<file path="config.mk">
export PLATFORM = sky130hd
export DESIGN_NAME = two_wire_flash_program_regs
export DESIGN_NICKNAME = d
export VERILOG_FILES = /design/src/flash_link_pkg.sv /design/src/two_wire_flash_program_regs.sv
export SDC_FILE = /design/constraint.sdc
export NUM_CORES = 1
export LEC_CHECK = 0
export ABC_AREA = 1
export BUFFER_PORTS_ARGS = -buffer_cell sky130_fd_sc_hd__buf_2
export CORE_AREA = 5 5 89 152
export CTS_BUF_LIST = sky130_fd_sc_hd__clkbuf_8
export DETAILED_ROUTE_END_ITERATION = 16
export DIE_AREA = 0 0 94 157
export GPL_TIMING_DRIVEN = 0
export HOLD_SLACK_MARGIN = 0.02
export PLACE_DENSITY = 0.52
export REMOVE_ABC_BUFFERS = 1
export SLEW_MARGIN = 20
export SYNTH_ARGS = -nofsm -noshare
export SYNTH_HDL_FRONTEND = slang
export SYNTH_SLANG_ARGS = --single-unit
</file>
<file path="constraint.sdc">
create_clock -name mclk -period 4.7 [get_ports mclk]
set_clock_uncertainty 0.2 [all_clocks]
set_input_delay 0.47 -clock mclk [delete_from_list [all_inputs] [get_ports mclk]]
set_output_delay 0.47 -clock mclk [all_outputs]
set_load 0.005 [all_outputs]
</file>
<file path="src/flash_link_pkg.sv">
// constants and carrier types for the two-wire flash programming register set
// assumes every user names items as flash_link_pkg::name
package flash_link_pkg;
    // link register addresses
    localparam logic [7:0] ADDR_PROGRAM_CONTROL = 8'h02;
    localparam logic [7:0] ADDR_PROGRAM_DATA = 8'hB4;
    localparam logic [7:0] ADDR_BANK_SELECT = 8'hC6;
    localparam logic [7:0] ADDR_REVISION = 8'hFE;
    // system register pages
    localparam logic [7:0] PAGE_REVISION = 8'h0F;
    localparam logic [7:0] PAGE_BANK_SELECT = 8'h01;
    // reset values
    localparam logic [7:0] RESET_BYTE = 8'h00;
    localparam logic [7:0] RESET_LINK_ADDRESS = 8'h00;
    // unlock sequence values
    localparam logic [7:0] UNLOCK_FIRST = 8'h02;
    localparam logic [7:0] UNLOCK_SECOND = 8'h01;
    // flash command codes
    localparam logic [7:0] CMD_BLOCK_READ = 8'h06;
    localparam logic [7:0] CMD_BLOCK_WRITE = 8'h07;
    localparam logic [7:0] CMD_PAGE_ERASE = 8'h08;
    localparam logic [7:0] CMD_DEVICE_ERASE = 8'h03;
    // bank select field
    localparam int BANK_BIT = 0;
    // link instruction codes, sent least significant bit first
    localparam logic [1:0] INS_DATA_READ = 2'h0;
    localparam logic [1:0] INS_DATA_WRITE = 2'h1;
    localparam logic [1:0] INS_ADDR_READ = 2'h2;
    localparam logic [1:0] INS_ADDR_WRITE = 2'h3;
    localparam logic [2:0] LAST_BIT = 3'h7;
    localparam logic [2:0] LAST_INS_BIT = 3'h1;

    // unlock progress
    typedef enum logic [1:0] {
        LOCKED = 2'b00,
        GOT_FIRST = 2'b01,
        UNLOCKED = 2'b11
    } unlock_e;

    // link frame progress
    typedef enum logic [1:0] {
        LINK_IDLE = 2'b00,
        LINK_INS = 2'b01,
        LINK_SHIFT_IN = 2'b11,
        LINK_SHIFT_OUT = 2'b10
    } link_e;

    // request toward the flash sequencer
    typedef struct packed {
        logic cmd_strobe;
        logic byte_strobe;
        logic [7:0] value;
        logic upper_bank_pair_bit;
    } flash_req_s;
endpackage : flash_link_pkg

</file>
<file path="src/two_wire_flash_program_regs.sv">
// two-wire debug link slave with the flash programming register set
// assumes link_clk and link_data_in come from pins; flash sequencer and core on mclk
//
// Behaviour
// - a read-only 8-bit revision register sits at link 0xFE and at system 0xFE page 0x0F.
// - an 8-bit control register at link address 0x02 resets to zero and gates programming.
// - programming is enabled only after 0x02 then 0x01 are written to the control register.
// - once enabled, the device stays halted until a system reset.
// - an 8-bit data port at link address 0xB4, reset zero, carries commands, addresses, data.
// - the data port takes codes 0x06 read, 0x07 write, 0x08 page erase, 0x03 device erase.
// - the bank select register is reachable only over the link, never by on-chip software.
// - bank select sits at system 0xC6 page 0x01, reached by address then data commands.
// - bank bit 0 clear maps 0x0000-0xFFFF to banks 0-1, set to banks 2-3, reset zero.
// - bank select bits 7:1 read as zero and ignore writes.
// - system registers are reached by writing the address register then a data read or write.
// - the address register picks the data register, 0x02 control and 0xB4 data port.
`timescale 1ns/100ps
module two_wire_flash_program_regs #(
    parameter logic [7:0] REVISION = 8'h5A // arbitrary value
) (
    input wire logic mclk,
    input wire logic reset,
    input wire logic link_clk,
    input wire logic link_data_in,
    output logic link_data_out,
    output logic link_data_oe,
    input wire logic [7:0] sys_addr,
    input wire logic [7:0] sys_page,
    output logic [7:0] sys_rdata,
    output flash_link_pkg::flash_req_s flash_req,
    input wire logic flash_cmd_done,
    input wire logic flash_load_valid,
    input wire logic [7:0] flash_load_data,
    output logic programming_enabled,
    output logic core_halt
);
    logic [1:0] clk_sync;
    logic [1:0] din_sync;
    logic clk_prev;
    flash_link_pkg::link_e link_state;
    flash_link_pkg::link_e next_link_state;
    flash_link_pkg::unlock_e unlock_state;
    logic [1:0] ins;
    logic [2:0] bit_count;
    logic [7:0] shift;
    logic [7:0] link_address_select;
    logic [7:0] program_control;
    logic [7:0] program_data_port;
    logic upper_bank_pair_bit;
    logic arg_phase;

    // two-stage synchronisers, first stage read only by the second
    always_ff @(posedge mclk) begin
        if (reset) begin
            clk_sync <= 2'h0;
            din_sync <= 2'h0;
            clk_prev <= 1'b0;
        end else begin
            clk_sync <= {clk_sync[0], link_clk};
            din_sync <= {din_sync[0], link_data_in};
            clk_prev <= clk_sync[1];
        end
    end

    wire rise = clk_sync[1] & ~clk_prev;
    wire din = din_sync[1];
    wire [7:0] in_byte = {din, shift[7:1]};
    wire [1:0] ins_full = {din, ins[1]};
    wire last_bit = bit_count == flash_link_pkg::LAST_BIT;
    wire last_ins = bit_count == flash_link_pkg::LAST_INS_BIT;

    // frame decode on each link clock rise
    wire ins_done = rise & (link_state == flash_link_pkg::LINK_INS) & last_ins;
    wire in_done = rise & (link_state == flash_link_pkg::LINK_SHIFT_IN) & last_bit;
    wire addr_wr = in_done & (ins == flash_link_pkg::INS_ADDR_WRITE);
    wire data_wr = in_done & (ins == flash_link_pkg::INS_DATA_WRITE);
    wire start_read = ins_done & ~ins_full[0]; // data or address read
    wire is_out_ins = ins_full == flash_link_pkg::INS_DATA_READ
        || ins_full == flash_link_pkg::INS_ADDR_READ;

    // data register selected by the address register
    wire sel_ctrl = link_address_select == flash_link_pkg::ADDR_PROGRAM_CONTROL;
    wire sel_data = link_address_select == flash_link_pkg::ADDR_PROGRAM_DATA;
    wire sel_bank = link_address_select == flash_link_pkg::ADDR_BANK_SELECT;
    wire sel_rev = link_address_select == flash_link_pkg::ADDR_REVISION;
    wire wr_ctrl = data_wr & sel_ctrl;
    wire wr_data = data_wr & sel_data;
    wire wr_bank = data_wr & sel_bank;

    // read mux, bank bits 7:1 read as zero
    wire [7:0] bank_read = {7'h00, upper_bank_pair_bit};
    wire [7:0] data_read_value = sel_ctrl ? program_control
        : sel_data ? program_data_port
        : sel_bank ? bank_read
        : sel_rev ? REVISION
        : flash_link_pkg::RESET_BYTE;
    wire [7:0] read_value = (ins_full == flash_link_pkg::INS_ADDR_READ)
        ? link_address_select : data_read_value;

    // flash command recognition
    wire cmd_valid = in_byte == flash_link_pkg::CMD_BLOCK_READ
        || in_byte == flash_link_pkg::CMD_BLOCK_WRITE
        || in_byte == flash_link_pkg::CMD_PAGE_ERASE
        || in_byte == flash_link_pkg::CMD_DEVICE_ERASE;
    wire unlocked = unlock_state == flash_link_pkg::UNLOCKED;
    wire cmd_take = wr_data & unlocked & ~arg_phase & cmd_valid;
    wire byte_take = wr_data & unlocked & arg_phase;

    // next frame state
    always_comb begin
        next_link_state = link_state;
        case (link_state)
            flash_link_pkg::LINK_IDLE: begin
                if (rise && !din) begin
                    next_link_state = flash_link_pkg::LINK_INS;
                end
            end
            flash_link_pkg::LINK_INS: begin
                if (ins_done) begin
                    next_link_state = is_out_ins ? flash_link_pkg::LINK_SHIFT_OUT
                        : flash_link_pkg::LINK_SHIFT_IN;
                end
            end
            flash_link_pkg::LINK_SHIFT_IN: begin
                if (in_done) begin
                    next_link_state = flash_link_pkg::LINK_IDLE;
                end
            end
            flash_link_pkg::LINK_SHIFT_OUT: begin
                if (rise && last_bit) begin
                    next_link_state = flash_link_pkg::LINK_IDLE;
                end
            end
            default: begin
                next_link_state = flash_link_pkg::LINK_IDLE;
            end
        endcase
    end

    // frame shifter and counters
    always_ff @(posedge mclk) begin
        if (reset) begin
            link_state <= flash_link_pkg::LINK_IDLE;
            bit_count <= 3'h0;
            ins <= 2'h0;
            shift <= flash_link_pkg::RESET_BYTE;
        end else begin
            link_state <= next_link_state;
            if (rise) begin
                if (link_state == flash_link_pkg::LINK_IDLE || ins_done) begin
                    bit_count <= 3'h0;
                end else begin
                    bit_count <= bit_count + 3'h1;
                end
                if (link_state == flash_link_pkg::LINK_INS) begin
                    ins <= ins_full;
                end
                if (start_read) begin
                    shift <= read_value;
                end else if (link_state == flash_link_pkg::LINK_SHIFT_OUT) begin
                    shift <= {1'b0, shift[7:1]};
                end else if (link_state == flash_link_pkg::LINK_SHIFT_IN) begin
                    shift <= in_byte;
                end
            end
        end
    end

    // data line drive during read frames
    always_ff @(posedge mclk) begin
        if (reset) begin
            link_data_oe <= 1'b0;
            link_data_out <= 1'b0;
        end else begin
            link_data_oe <= next_link_state == flash_link_pkg::LINK_SHIFT_OUT;
            if (start_read) begin
                link_data_out <= read_value[0];
            end else if (rise && link_state == flash_link_pkg::LINK_SHIFT_OUT) begin
                link_data_out <= shift[1];
            end
        end
    end

    // link-visible registers
    always_ff @(posedge mclk) begin
        if (reset) begin
            link_address_select <= flash_link_pkg::RESET_LINK_ADDRESS;
            program_control <= flash_link_pkg::RESET_BYTE;
            program_data_port <= flash_link_pkg::RESET_BYTE;
            upper_bank_pair_bit <= 1'b0;
        end else begin
            if (addr_wr) begin
                link_address_select <= in_byte;
            end
            if (wr_ctrl) begin
                program_control <= in_byte;
            end
            if (wr_data) begin
                program_data_port <= in_byte;
            end else if (flash_load_valid) begin
                program_data_port <= flash_load_data;
            end
            if (wr_bank) begin
                upper_bank_pair_bit <= in_byte[flash_link_pkg::BANK_BIT];
            end
        end
    end

    // unlock sequence, left only by reset
    always_ff @(posedge mclk) begin
        if (reset) begin
            unlock_state <= flash_link_pkg::LOCKED;
        end else if (wr_ctrl) begin
            case (unlock_state)
                flash_link_pkg::LOCKED: begin
                    if (in_byte == flash_link_pkg::UNLOCK_FIRST) begin
                        unlock_state <= flash_link_pkg::GOT_FIRST;
                    end
                end
                flash_link_pkg::GOT_FIRST: begin
                    if (in_byte == flash_link_pkg::UNLOCK_SECOND) begin
                        unlock_state <= flash_link_pkg::UNLOCKED;
                    end else if (in_byte != flash_link_pkg::UNLOCK_FIRST) begin
                        unlock_state <= flash_link_pkg::LOCKED;
                    end
                end
                flash_link_pkg::UNLOCKED: begin
                    unlock_state <= flash_link_pkg::UNLOCKED;
                end
                default: begin
                    unlock_state <= flash_link_pkg::LOCKED;
                end
            endcase
        end
    end

    // command then argument bytes toward the flash sequencer
    always_ff @(posedge mclk) begin
        if (reset) begin
            arg_phase <= 1'b0;
            flash_req <= '0;
        end else begin
            if (cmd_take) begin
                arg_phase <= 1'b1;
            end else if (flash_cmd_done) begin
                arg_phase <= 1'b0;
            end
            flash_req.cmd_strobe <= cmd_take;
            flash_req.byte_strobe <= byte_take;
            if (cmd_take || byte_take) begin
                flash_req.value <= in_byte;
            end
            flash_req.upper_bank_pair_bit <= upper_bank_pair_bit;
        end
    end

    // software view: revision only, bank select deliberately absent
    wire sys_rev_hit = sys_addr == flash_link_pkg::ADDR_REVISION
        && sys_page == flash_link_pkg::PAGE_REVISION;
    always_ff @(posedge mclk) begin
        if (reset) begin
            sys_rdata <= flash_link_pkg::RESET_BYTE;
            programming_enabled <= 1'b0;
            core_halt <= 1'b0;
        end else begin
            sys_rdata <= sys_rev_hit ? REVISION : flash_link_pkg::RESET_BYTE;
            programming_enabled <= unlocked;
            core_halt <= unlocked;
        end
    end
endmodule : two_wire_flash_program_regs

</file>
==> flow_summary.html, run 1 <==
<table>
<tr><th>Metric</th><th>Value</th></tr>
<tr><th colspan="2">Final layout</th></tr>
<tr><td>Layout cell share with drive strength beyond 1</td><td>22.45%</td></tr>
<tr><td>Final non-filler cell total</td><td>between 600 and 700</td></tr>
<tr><td>Area delta synth-&gt;final</td><td>15.29%</td></tr>
<tr><td>Nets@finish</td><td>between 500 and 600</td></tr>
<tr><td>N_diodes</td><td>0</td></tr>
<tr><td>Utilization after layout</td><td>30.41%</td></tr>
<tr><th colspan="2">Worst setup path</th></tr>
<tr><td>Critical path capture point type</td><td>flip-flop</td></tr>
<tr><td>Maximum single-stage delay on the critical path</td><td>around 0.36 ns</td></tr>
<tr><td>Depth of the worst register-to-register path</td><td>10</td></tr>
<tr><td>Reg-to-reg endpoint</td><td>flash_req[3]$_SDFFE_PP0P_</td></tr>
<tr><td>CP required</td><td>4.79 ns</td></tr>
<tr><td>CP Cell Sequence</td><td>ha_1 -&gt; ha_1 -&gt; nand3_1 -&gt; nor2_2 -&gt; nand2_4 -&gt; nor2_8 -&gt; nand3_4 -&gt; nand3_1 -&gt; nand2_1 -&gt; nor2_1</td></tr>
<tr><td>Worst Path Arrival</td><td>between 2 and 2.5 ns</td></tr>
<tr><td>Highest-delay cell along the critical path</td><td>dfxtp_1</td></tr>
<tr><td>Internal reg-to-reg setup slack</td><td>~2.6 ns</td></tr>
<tr><td>Type of the worst setup path</td><td>flip-flop to flip-flop</td></tr>
<tr><td>Worst reg2reg path startpoint</td><td>bit_count[0]$_SDFFE_PP0P_</td></tr>
<tr><td>Launching element type of the critical path</td><td>flip-flop</td></tr>
<tr><td>Highest fanout seen on the critical path</td><td>17</td></tr>
<tr><th colspan="2">Floorplan</th></tr>
<tr><td>Core Footprint</td><td>12070 um2</td></tr>
<tr><td>Number of top-level pins</td><td>53</td></tr>
<tr><td>Die area</td><td>14760 um2</td></tr>
<tr><td>Initial standard-cell utilization of the core</td><td>26.37%</td></tr>
<tr><td>Row Count</td><td>53</td></tr>
<tr><td>Die width</td><td>roughly 94 um</td></tr>
<tr><td>Chip height</td><td>157 um</td></tr>
<tr><th colspan="2">Global route</th></tr>
<tr><td>Vias in the first global route</td><td>just under 3000</td></tr>
<tr><td>Global-route wire length before repair</td><td>roughly 14 mm</td></tr>
<tr><td>Global routing usage summed across all routing layers</td><td>about 12%</td></tr>
<tr><td>GRT overflow</td><td>0</td></tr>
<tr><td>Pin count of the biggest net entering global routing</td><td>between 40 and 50</td></tr>
<tr><td>Antenna violations before repair</td><td>0</td></tr>
<tr><th colspan="2">Route</th></tr>
<tr><td>Average via count per standard cell</td><td>roughly 4.4</td></tr>
<tr><td>Aggregate routed wire length</td><td>~8.7 mm</td></tr>
<tr><td>Post-route DRC</td><td>0</td></tr>
<tr><td>Final antenna-violating net count</td><td>0</td></tr>
<tr><td>Average wire length per cell after detail routing</td><td>~13 um</td></tr>
<tr><td>Pre-antenna DRT Iters</td><td>4</td></tr>
<tr><td>Total via count in the routed design</td><td>around 3000</td></tr>
<tr><td>Detailed router's first-iteration violation count</td><td>around 110</td></tr>
<tr><th colspan="2">Timing</th></tr>
<tr><td>Unrepaired setup endpoints after global routing</td><td>no</td></tr>
<tr><td>Worst slew margin relative to its limit</td><td>~54%</td></tr>
<tr><td>Number of max-slew violations in the final report</td><td>0</td></tr>
<tr><td>Final period utilization</td><td>a little under half</td></tr>
<tr><td>Maximum clock rate</td><td>0.4651 GHz</td></tr>
<tr><td>Accumulated negative setup slack</td><td>0 ns</td></tr>
<tr><td>Final hold vios</td><td>0</td></tr>
<tr><td>Hold slack</td><td>about 0.075 ns</td></tr>
<tr><td>Tightest Pin Transition</td><td>~0.68 ns</td></tr>
<tr><td>Minimum clock period</td><td>about 2.1 ns</td></tr>
<tr><td>Setup violation total in the final timing report</td><td>0</td></tr>
<tr><th colspan="2">Synthesis</th></tr>
<tr><td>Mapped Area</td><td>3183 um2</td></tr>
<tr><td>Post-synthesis average cell area</td><td>7.153 um2</td></tr>
<tr><td>Netlist cell types</td><td>35</td></tr>
<tr><td>Top-area cell type share of the netlist area</td><td>38.99%</td></tr>
<tr><td>Number of flops mapped to enable cells by yosys</td><td>0</td></tr>
<tr><td>Yosys Warn Count</td><td>0</td></tr>
<tr><td>Gate count after technology mapping</td><td>between 400 and 500</td></tr>
<tr><td>Number of synthesized register bits</td><td>62</td></tr>
<tr><td>Biggest area contributors in the synthesized netlist</td><td>dfxtp_1, nand2_1, a21oi_1</td></tr>
<tr><td>Most used flip-flop cell after synthesis</td><td>dfxtp_1</td></tr>
<tr><td>Largest area contributor in the netlist</td><td>dfxtp_1</td></tr>
<tr><td>Share of the yosys chip area belonging to registers</td><td>roughly two fifths</td></tr>
<tr><td>Fraction of synthesis flops using an asynchronous set or reset pin</td><td>0%</td></tr>
<tr><th colspan="2">Clocking</th></tr>
<tr><td>Worst skew pair latency</td><td>between 0.3 and 0.4 ns</td></tr>
<tr><td>CTS Hold Buffers Added</td><td>0</td></tr>
<tr><td>Number of clock sinks</td><td>62</td></tr>
<tr><td>Clock slew at the register clock pins of the worst setup and hold paths</td><td>about 0.060 ns</td></tr>
<tr><td>Level count of the clock H-tree</td><td>3</td></tr>
<tr><td>Clock tree from TritonCTS</td><td>yes</td></tr>
<tr><td>Number of CTS-inserted buffers</td><td>9</td></tr>
<tr><td>Post-CTS Resized</td><td>0</td></tr>
<tr><td>Number of buffers between clock root and the deepest sink</td><td>2</td></tr>
<tr><td>Post-CTS setup-driven buffer insertion count</td><td>0</td></tr>
<tr><td>Clock root buffer master</td><td>clkbuf_8</td></tr>
<tr><th colspan="2">Placed design</th></tr>
<tr><td>Post-DP HPWL</td><td>between 6 and 7 mm</td></tr>
<tr><td>Placer's final routability congestion estimate</td><td>0.8381</td></tr>
<tr><td>DP Cell Count</td><td>between 600 and 700</td></tr>
<tr><td>PortBufs</td><td>48</td></tr>
<tr><th colspan="2">Flow run</th></tr>
<tr><td>Reported max-cap violation count</td><td>0</td></tr>
<tr><th colspan="2">Min path</th></tr>
<tr><td>Hold path endpoint</td><td>sys_rdata[4]$_SDFF_PP0_</td></tr>
<tr><td>Worst hold stages</td><td>2</td></tr>
<tr><td>Startpoint of the tightest hold check path</td><td>sys_addr[0]</td></tr>
<tr><td>Hold crit path type</td><td>input pin to flip-flop</td></tr>
<tr><th colspan="2">Pwr</th></tr>
<tr><td>Power density over the cells</td><td>approximately 280 nW/um2</td></tr>
<tr><td>LEAKAGE</td><td>between 1.5 and 2 nW</td></tr>
<tr><td>Peak supply drop</td><td>~0.11 mV</td></tr>
<tr><th colspan="2">Status</th></tr>
<tr><td>Outcome</td><td>finished clean</td></tr>
</table>
synthesized netlist by cell type (2+ instances only):
library cell / number
nand2_1: 97
dfxtp_1: 62
nor2_1: 54
inv_1: 43
a21oi_1: 42
o21ai_0: 29
nand3_1: 22
buf_4: 9
a21oi_2: 8
mux2_2: 8
inv_2: 7
nand2_2: 7
nor2_2: 6
nand4_1: 5
o21ai_1: 5
buf_2: 4
buf_6: 4
clkbuf_1: 4
nor2_4: 4
nor3_1: 4
ha_1: 3
a211oi_1: 2
nand2_4: 2
nand3_4: 2
nand3b_1: 2
critical path: cells and delay by family (launching register included):
| family | cells | cell delay (ns) |
|---|---|---|
| DFF | 1 | 0.36 |
| adders and majority gates | 2 | 0.36 |
| and+or+nand+nor | 8 | 1.17 |
final cells by class:
| class | instances | area, um2 |
|---|---|---|
| clock buffer | 12 | 165.2 |
| fill | 1381 | 8399 |
| multi-input combinational | 313 | 1608 |
| timing repair buffer | 48 | 240.2 |
| clock inverter | 4 | 15.01 |
| tap | 165 | 206.4 |
| sequential | 62 | 1241 |
| inverter | 51 | 193.9 |
cells by family after synthesis:
logic type / count (synthesis) / synth area share (%)
other: 1 / 0.1178
DFF: 62 / 38.99
adders and majority gates: 3 / 1.179
AOI/OAI and AO/OA: 88 / 15.09
buffers and inverters: 73 / 10.85
and+or+nand+nor: 210 / 30.94
muxes: 8 / 2.830
worst max path at each step:
| stage | slack, ns | from | end | cells after the start |
|---|---|---|---|---|
| finish | 2.55 | bit_count[0]$_SDFFE_PP0P_ | flash_req[3]$_SDFFE_PP0P_ | 10 |
| global route | 2.35 | bit_count[0]$_SDFFE_PP0P_ | flash_req[2]$_SDFFE_PP0P_ | 10 |
| CTS | 2.53 | bit_count[0]$_SDFFE_PP0P_ | flash_req[3]$_SDFFE_PP0P_ | 10 |
| detailed placement | 2.55 | bit_count[0]$_SDFFE_PP0P_ | flash_req[2]$_SDFFE_PP0P_ | 10 |
| global placement | 2.29 | reset | link_address_select[2]$_SDFFE_PP0P_ | 4 |
| floorplan | 2.90 | bit_count[0]$_SDFFE_PP0P_ | flash_req[1]$_SDFFE_PP0P_ | 10 |
metal layers:
metal / global-route usage, % / up-vias / routed length, um
met3: 2.726 / 16 / 327
met4: 6.198 / 0 / 259
met2: 23.65 / 63 / 4747
met5: 0 / - / 0
met1: 12.52 / 1340 / 3360
li1: - / 1495 / -
metrics by stage:
stage	setup WS, ns	power, mW	cell area (um2)
3_3_place_gp	2.292	0.5958	3490
6_report	2.550	1.017	3670
4_1_cts	2.533	1.029	3670
5_1_grt	2.352	1.062	3670
3_5_place_dp	2.551	0.5968	3490
2_1_floorplan	2.895	0.5723	3043
report_power, final:
group,internal [mW],switching [mW]
clock network,0.227,0.206
logic,0.0204,0.0261
registers,0.532,0.00573
total,0.780,0.237
state kept, by name, summed over array words and instances (netlist names), 2 cells and up:
name and flops:
flash_req 11, bit_count 3, shift 7, clk_sync 2, link_address_select 8, program_data_port 8, din_sync 2, ins 2
unlock_state 2, link_state 2, program_control 8
cells in the final DEF (no fill, tap or decap), types with 2 or more instances in the layout:
master | netlist | layout
a211oi_1 | 2 | 2
a21oi_1 | 42 | 42
a21oi_2 | 8 | 8
buf_2 | 4 | 48
clkbuf_8 | 0 | 12
conb_1 | 1 | 4
dfxtp_1 | 62 | 62
ha_1 | 3 | 3
inv_1 | 43 | 46
inv_2 | 7 | 8
mux2_2 | 8 | 8
nand2_1 | 97 | 97
nand2_2 | 7 | 7
nand2_4 | 2 | 2
nand3_1 | 22 | 22
nand3_4 | 2 | 2
nand3b_1 | 2 | 2
nand4_1 | 5 | 5
nor2_1 | 54 | 54
nor2_2 | 6 | 6
nor2_4 | 4 | 4
nor3_1 | 4 | 4
o21ai_0 | 29 | 29
o21ai_1 | 5 | 5
(Power assumes the default switching activity.)
==> run 2: changes to the inputs <==
- clock period: 4.7 -> 2 ns (I/O delays scaled with it)
==> run 2 against run 1 <==
Compared with the run above: worst setup slack got worse by 2.5 ns; sequential cell count did not move; clock-buffer cell count did not move; non-clock buffer count rose by 18; final cell count increased by 2.9%; final area up 7.5%; fmax up 11%; total power up 140%; hold slack lost 0.037 ns.
==> flow_summary.html, run 2 (synthesis results as in run 1) <==
<table>
<tr><th>Metric</th><th>Value</th></tr>
<tr><th colspan="2">Route</th></tr>
<tr><td>Average via count per standard cell</td><td>4.472 (+0.52%)</td></tr>
<tr><td>Detailed router's first-iteration violation count</td><td>128 (+17%)</td></tr>
<tr><td>Average wire length per cell after detail routing</td><td>13.59 um (+2.4%)</td></tr>
<tr><td>Pre-antenna DRT Iters</td><td>4 (unchanged)</td></tr>
<tr><td>Total via count in the routed design</td><td>3014 (+3.4%)</td></tr>
<tr><td>Aggregate routed wire length</td><td>9.159 mm (+5.3%)</td></tr>
<tr><td>Final antenna-violating net count</td><td>0 (unchanged)</td></tr>
<tr><td>Post-route DRC</td><td>0 (unchanged)</td></tr>
<tr><th colspan="2">Timing</th></tr>
<tr><td>Maximum clock rate</td><td>0.5162 GHz (+11%)</td></tr>
<tr><td>Minimum clock period</td><td>1.937 ns (-0.2126 ns)</td></tr>
<tr><td>Hold slack</td><td>0.03751 ns (-0.03718 ns)</td></tr>
<tr><td>Worst slew margin relative to its limit</td><td>52.91% (-1.5 points)</td></tr>
<tr><td>Final hold vios</td><td>0 (unchanged)</td></tr>
<tr><td>Number of max-slew violations in the final report</td><td>0 (unchanged)</td></tr>
<tr><td>Least setup slack across all paths after layout</td><td>0.06265 ns (-2.487 ns)</td></tr>
<tr><td>Unrepaired setup endpoints after global routing</td><td>yes</td></tr>
<tr><td>Setup violation total in the final timing report</td><td>0 (unchanged)</td></tr>
<tr><td>Tightest Pin Transition</td><td>0.7053 ns (+0.02194 ns)</td></tr>
<tr><td>Final period utilization</td><td>96.87% (+51 points)</td></tr>
<tr><th colspan="2">Floorplan</th></tr>
<tr><td>Row Count</td><td>53 (unchanged)</td></tr>
<tr><td>Initial standard-cell utilization of the core</td><td>26.37% (unchanged)</td></tr>
<tr><td>Die area</td><td>14760 um2 (unchanged)</td></tr>
<tr><td>Chip height</td><td>157 um (unchanged)</td></tr>
<tr><td>Number of top-level pins</td><td>53 (unchanged)</td></tr>
<tr><td>Core Footprint</td><td>12070 um2 (unchanged)</td></tr>
<tr><td>Die width</td><td>94 um (unchanged)</td></tr>
<tr><th colspan="2">Min path</th></tr>
<tr><td>Hold crit path type</td><td>input pin to flip-flop</td></tr>
<tr><th colspan="2">Final layout</th></tr>
<tr><td>Area occupied by multi-input gates</td><td>1679 um2 (+4.4%)</td></tr>
<tr><td>Register containing the most flip-flops in the final layout</td><td>flash_req</td></tr>
<tr><td>Layout Cell Area excl Fill</td><td>3946 um2 (+7.5%)</td></tr>
<tr><td>N_diodes</td><td>0 (unchanged)</td></tr>
<tr><td>Final-layout fill cell count</td><td>1350 (-2.2%)</td></tr>
<tr><td>Nets@finish</td><td>537 (+3.7%)</td></tr>
<tr><td>Largest register FFs</td><td>11 (unchanged)</td></tr>
<tr><td>Area delta synth-&gt;final</td><td>23.98%</td></tr>
<tr><td>Commonest cells after routing, fill and taps aside</td><td>nand2_1, dfxtp_1, nor2_1</td></tr>
<tr><td>Most common cell after layout, fill and taps aside</td><td>nand2_1</td></tr>
<tr><td>Storage element area</td><td>1244 um2 (+0.20%)</td></tr>
<tr><td>Layout cell share with drive strength beyond 1</td><td>25.93% (+3.5 points)</td></tr>
<tr><th colspan="2">Status</th></tr>
<tr><td>Outcome</td><td>finished clean</td></tr>
<tr><th colspan="2">Flow run</th></tr>
<tr><td>Reported max-cap violation count</td><td>0 (unchanged)</td></tr>
<tr><th colspan="2">Clocking</th></tr>
<tr><td>Number of CTS-inserted buffers</td><td>9 (unchanged)</td></tr>
<tr><td>Clock tree from TritonCTS</td><td>yes</td></tr>
<tr><td>Worst skew pair latency</td><td>0.35 ns (about the same)</td></tr>
<tr><td>Number of buffers between clock root and the deepest sink</td><td>2 (unchanged)</td></tr>
<tr><td>Number of clock sinks</td><td>62 (unchanged)</td></tr>
<tr><td>Clock slew at the register clock pins of the worst setup and hold paths</td><td>0.06 ns (about the same)</td></tr>
<tr><td>Level count of the clock H-tree</td><td>3 (unchanged)</td></tr>
<tr><td>Clock root buffer master</td><td>clkbuf_8</td></tr>
<tr><th colspan="2">Placed design</th></tr>
<tr><td>Placer's final routability congestion estimate</td><td>0.8381 (unchanged)</td></tr>
<tr><td>Standard cell area after detailed placement</td><td>3490 um2 (unchanged)</td></tr>
<tr><td>PortBufs</td><td>48 (unchanged)</td></tr>
<tr><td>Post-DP HPWL</td><td>6.589 mm (unchanged)</td></tr>
<tr><td>Worst setup slack before clock tree synthesis</td><td>-0.1494 ns (-2.700 ns)</td></tr>
<tr><th colspan="2">Global route</th></tr>
<tr><td>GRT overflow</td><td>0 (unchanged)</td></tr>
<tr><td>Met3 usage in global routing</td><td>2.726% (unchanged)</td></tr>
<tr><td>Vias in the first global route</td><td>2946 (+1.6%)</td></tr>
<tr><td>Global routing usage summed across all routing layers</td><td>12.61% (+0.13 points)</td></tr>
<tr><td>Pin count of the biggest net entering global routing</td><td>43 (unchanged)</td></tr>
<tr><td>GRT Max-Usage Layer</td><td>met2</td></tr>
<tr><td>Antenna violations before repair</td><td>0 (unchanged)</td></tr>
<tr><td>GRT met1 Usage</td><td>12.64% (+0.12 points)</td></tr>
<tr><td>Met2 GRT Util</td><td>23.96% (+0.30 points)</td></tr>
<tr><td>Global-route wire length before repair</td><td>14.35 mm (+1.1%)</td></tr>
<tr><th colspan="2">Worst setup path</th></tr>
<tr><td>Critical path capture point type</td><td>flip-flop</td></tr>
<tr><td>CP required</td><td>2.08 ns (-2.71 ns)</td></tr>
<tr><td>Launching element type of the critical path</td><td>flip-flop</td></tr>
<tr><td>Worst Path Arrival</td><td>2.02 ns (-0.22 ns)</td></tr>
<tr><td>Type of the worst setup path</td><td>flip-flop to flip-flop</td></tr>
<tr><td>Highest fanout seen on the critical path</td><td>5 (-12)</td></tr>
<tr><th colspan="2">Pwr</th></tr>
<tr><td>LEAKAGE</td><td>1.838 nW (+7.1%)</td></tr>
<tr><td>Peak supply drop</td><td>0.2514 mV (+130%)</td></tr>
<tr><td>Power density over the cells</td><td>606.4 nW/um2 (+120%)</td></tr>
</table>
[run 2: cell types whose count changed in the layout (fill, tap and decap cells not counted), sizes merged]
cell | before | now
buf | 48 | 60
nand3 | 24 | 25
clkbuf | 12 | 13
dlygate4sd3 | 0 | 5
[run 2: what timing repair did]
item	CTS	global route
gates resized for setup	1	13
pin swaps	3	3
hold buffers	5	0
endpoints found under the hold margin	4	0
setup buffers	4	8
gates cloned	0	2
endpoints found under the setup margin	21	41
[run 2: routing by layer]
layer / vias up / part of all wire (%)
met5: - / 0
met4: 0 / 2.8
met3: 16 / 4.3
met2: 71 / 55
met1: 1388 / 38
li1: 1539 / -
[run 2: final cells by class]
class                   count  area share (%)
clock buffers              12           4.185
clock inverters             4          0.3805
repair buffers             66           11.22
flip-flops and latches     62           31.52
well taps                 165           5.231
multi-input cells         314           42.55
inverters                  51           4.914
[run 2: worst max-delay path: stages (launching register included)]
cell     delay, ns
dfxtp_1       0.34
ha_2          0.20
ha_4          0.14
nand3_2       0.10
nor2_4        0.16
nand2_4       0.12
nor2_8        0.18
nand3_2       0.16
buf_4         0.17
a21oi_1       0.10
[run 2: power by group]
part	switching [mW]	leakage (nW)	internal, mW
Combinational	0.0632	1.23	0.0531
Sequential	0.0137	0.503	1.25
Clock	0.479	0.108	0.534
[run 2: through the flow]
step	cells	setup TNS, ns	total power, mW	util [%]
global route	674	-0.1389	2.504	32.70
global placement	639	-3.566	1.400	28.91
floorplan	426	0	1.345	-
finish	674	0	2.393	32.70
detailed placement	639	-1.497	1.402	28.91
CTS	664	-0.009631	2.425	31.31
[run 2: path summary, 6_finish.rpt]
kind	start	to	slack, ns	depth (start not counted)
setup / recovery	bit_count[1]$_SDFFE_PP0P_	arg_phase$_SDFFE_PP0P_	0.06	9
hold / removal	flash_load_data[7]	program_data_port[7]$_SDFFE_PP0P_	0.04	4
setup reg to reg	bit_count[1]$_SDFFE_PP0P_	arg_phase$_SDFFE_PP0P_	0.06	9
hold reg to reg	din_sync[0]$_SDFF_PP0_	din_sync[1]$_SDFF_PP0_	0.20	2
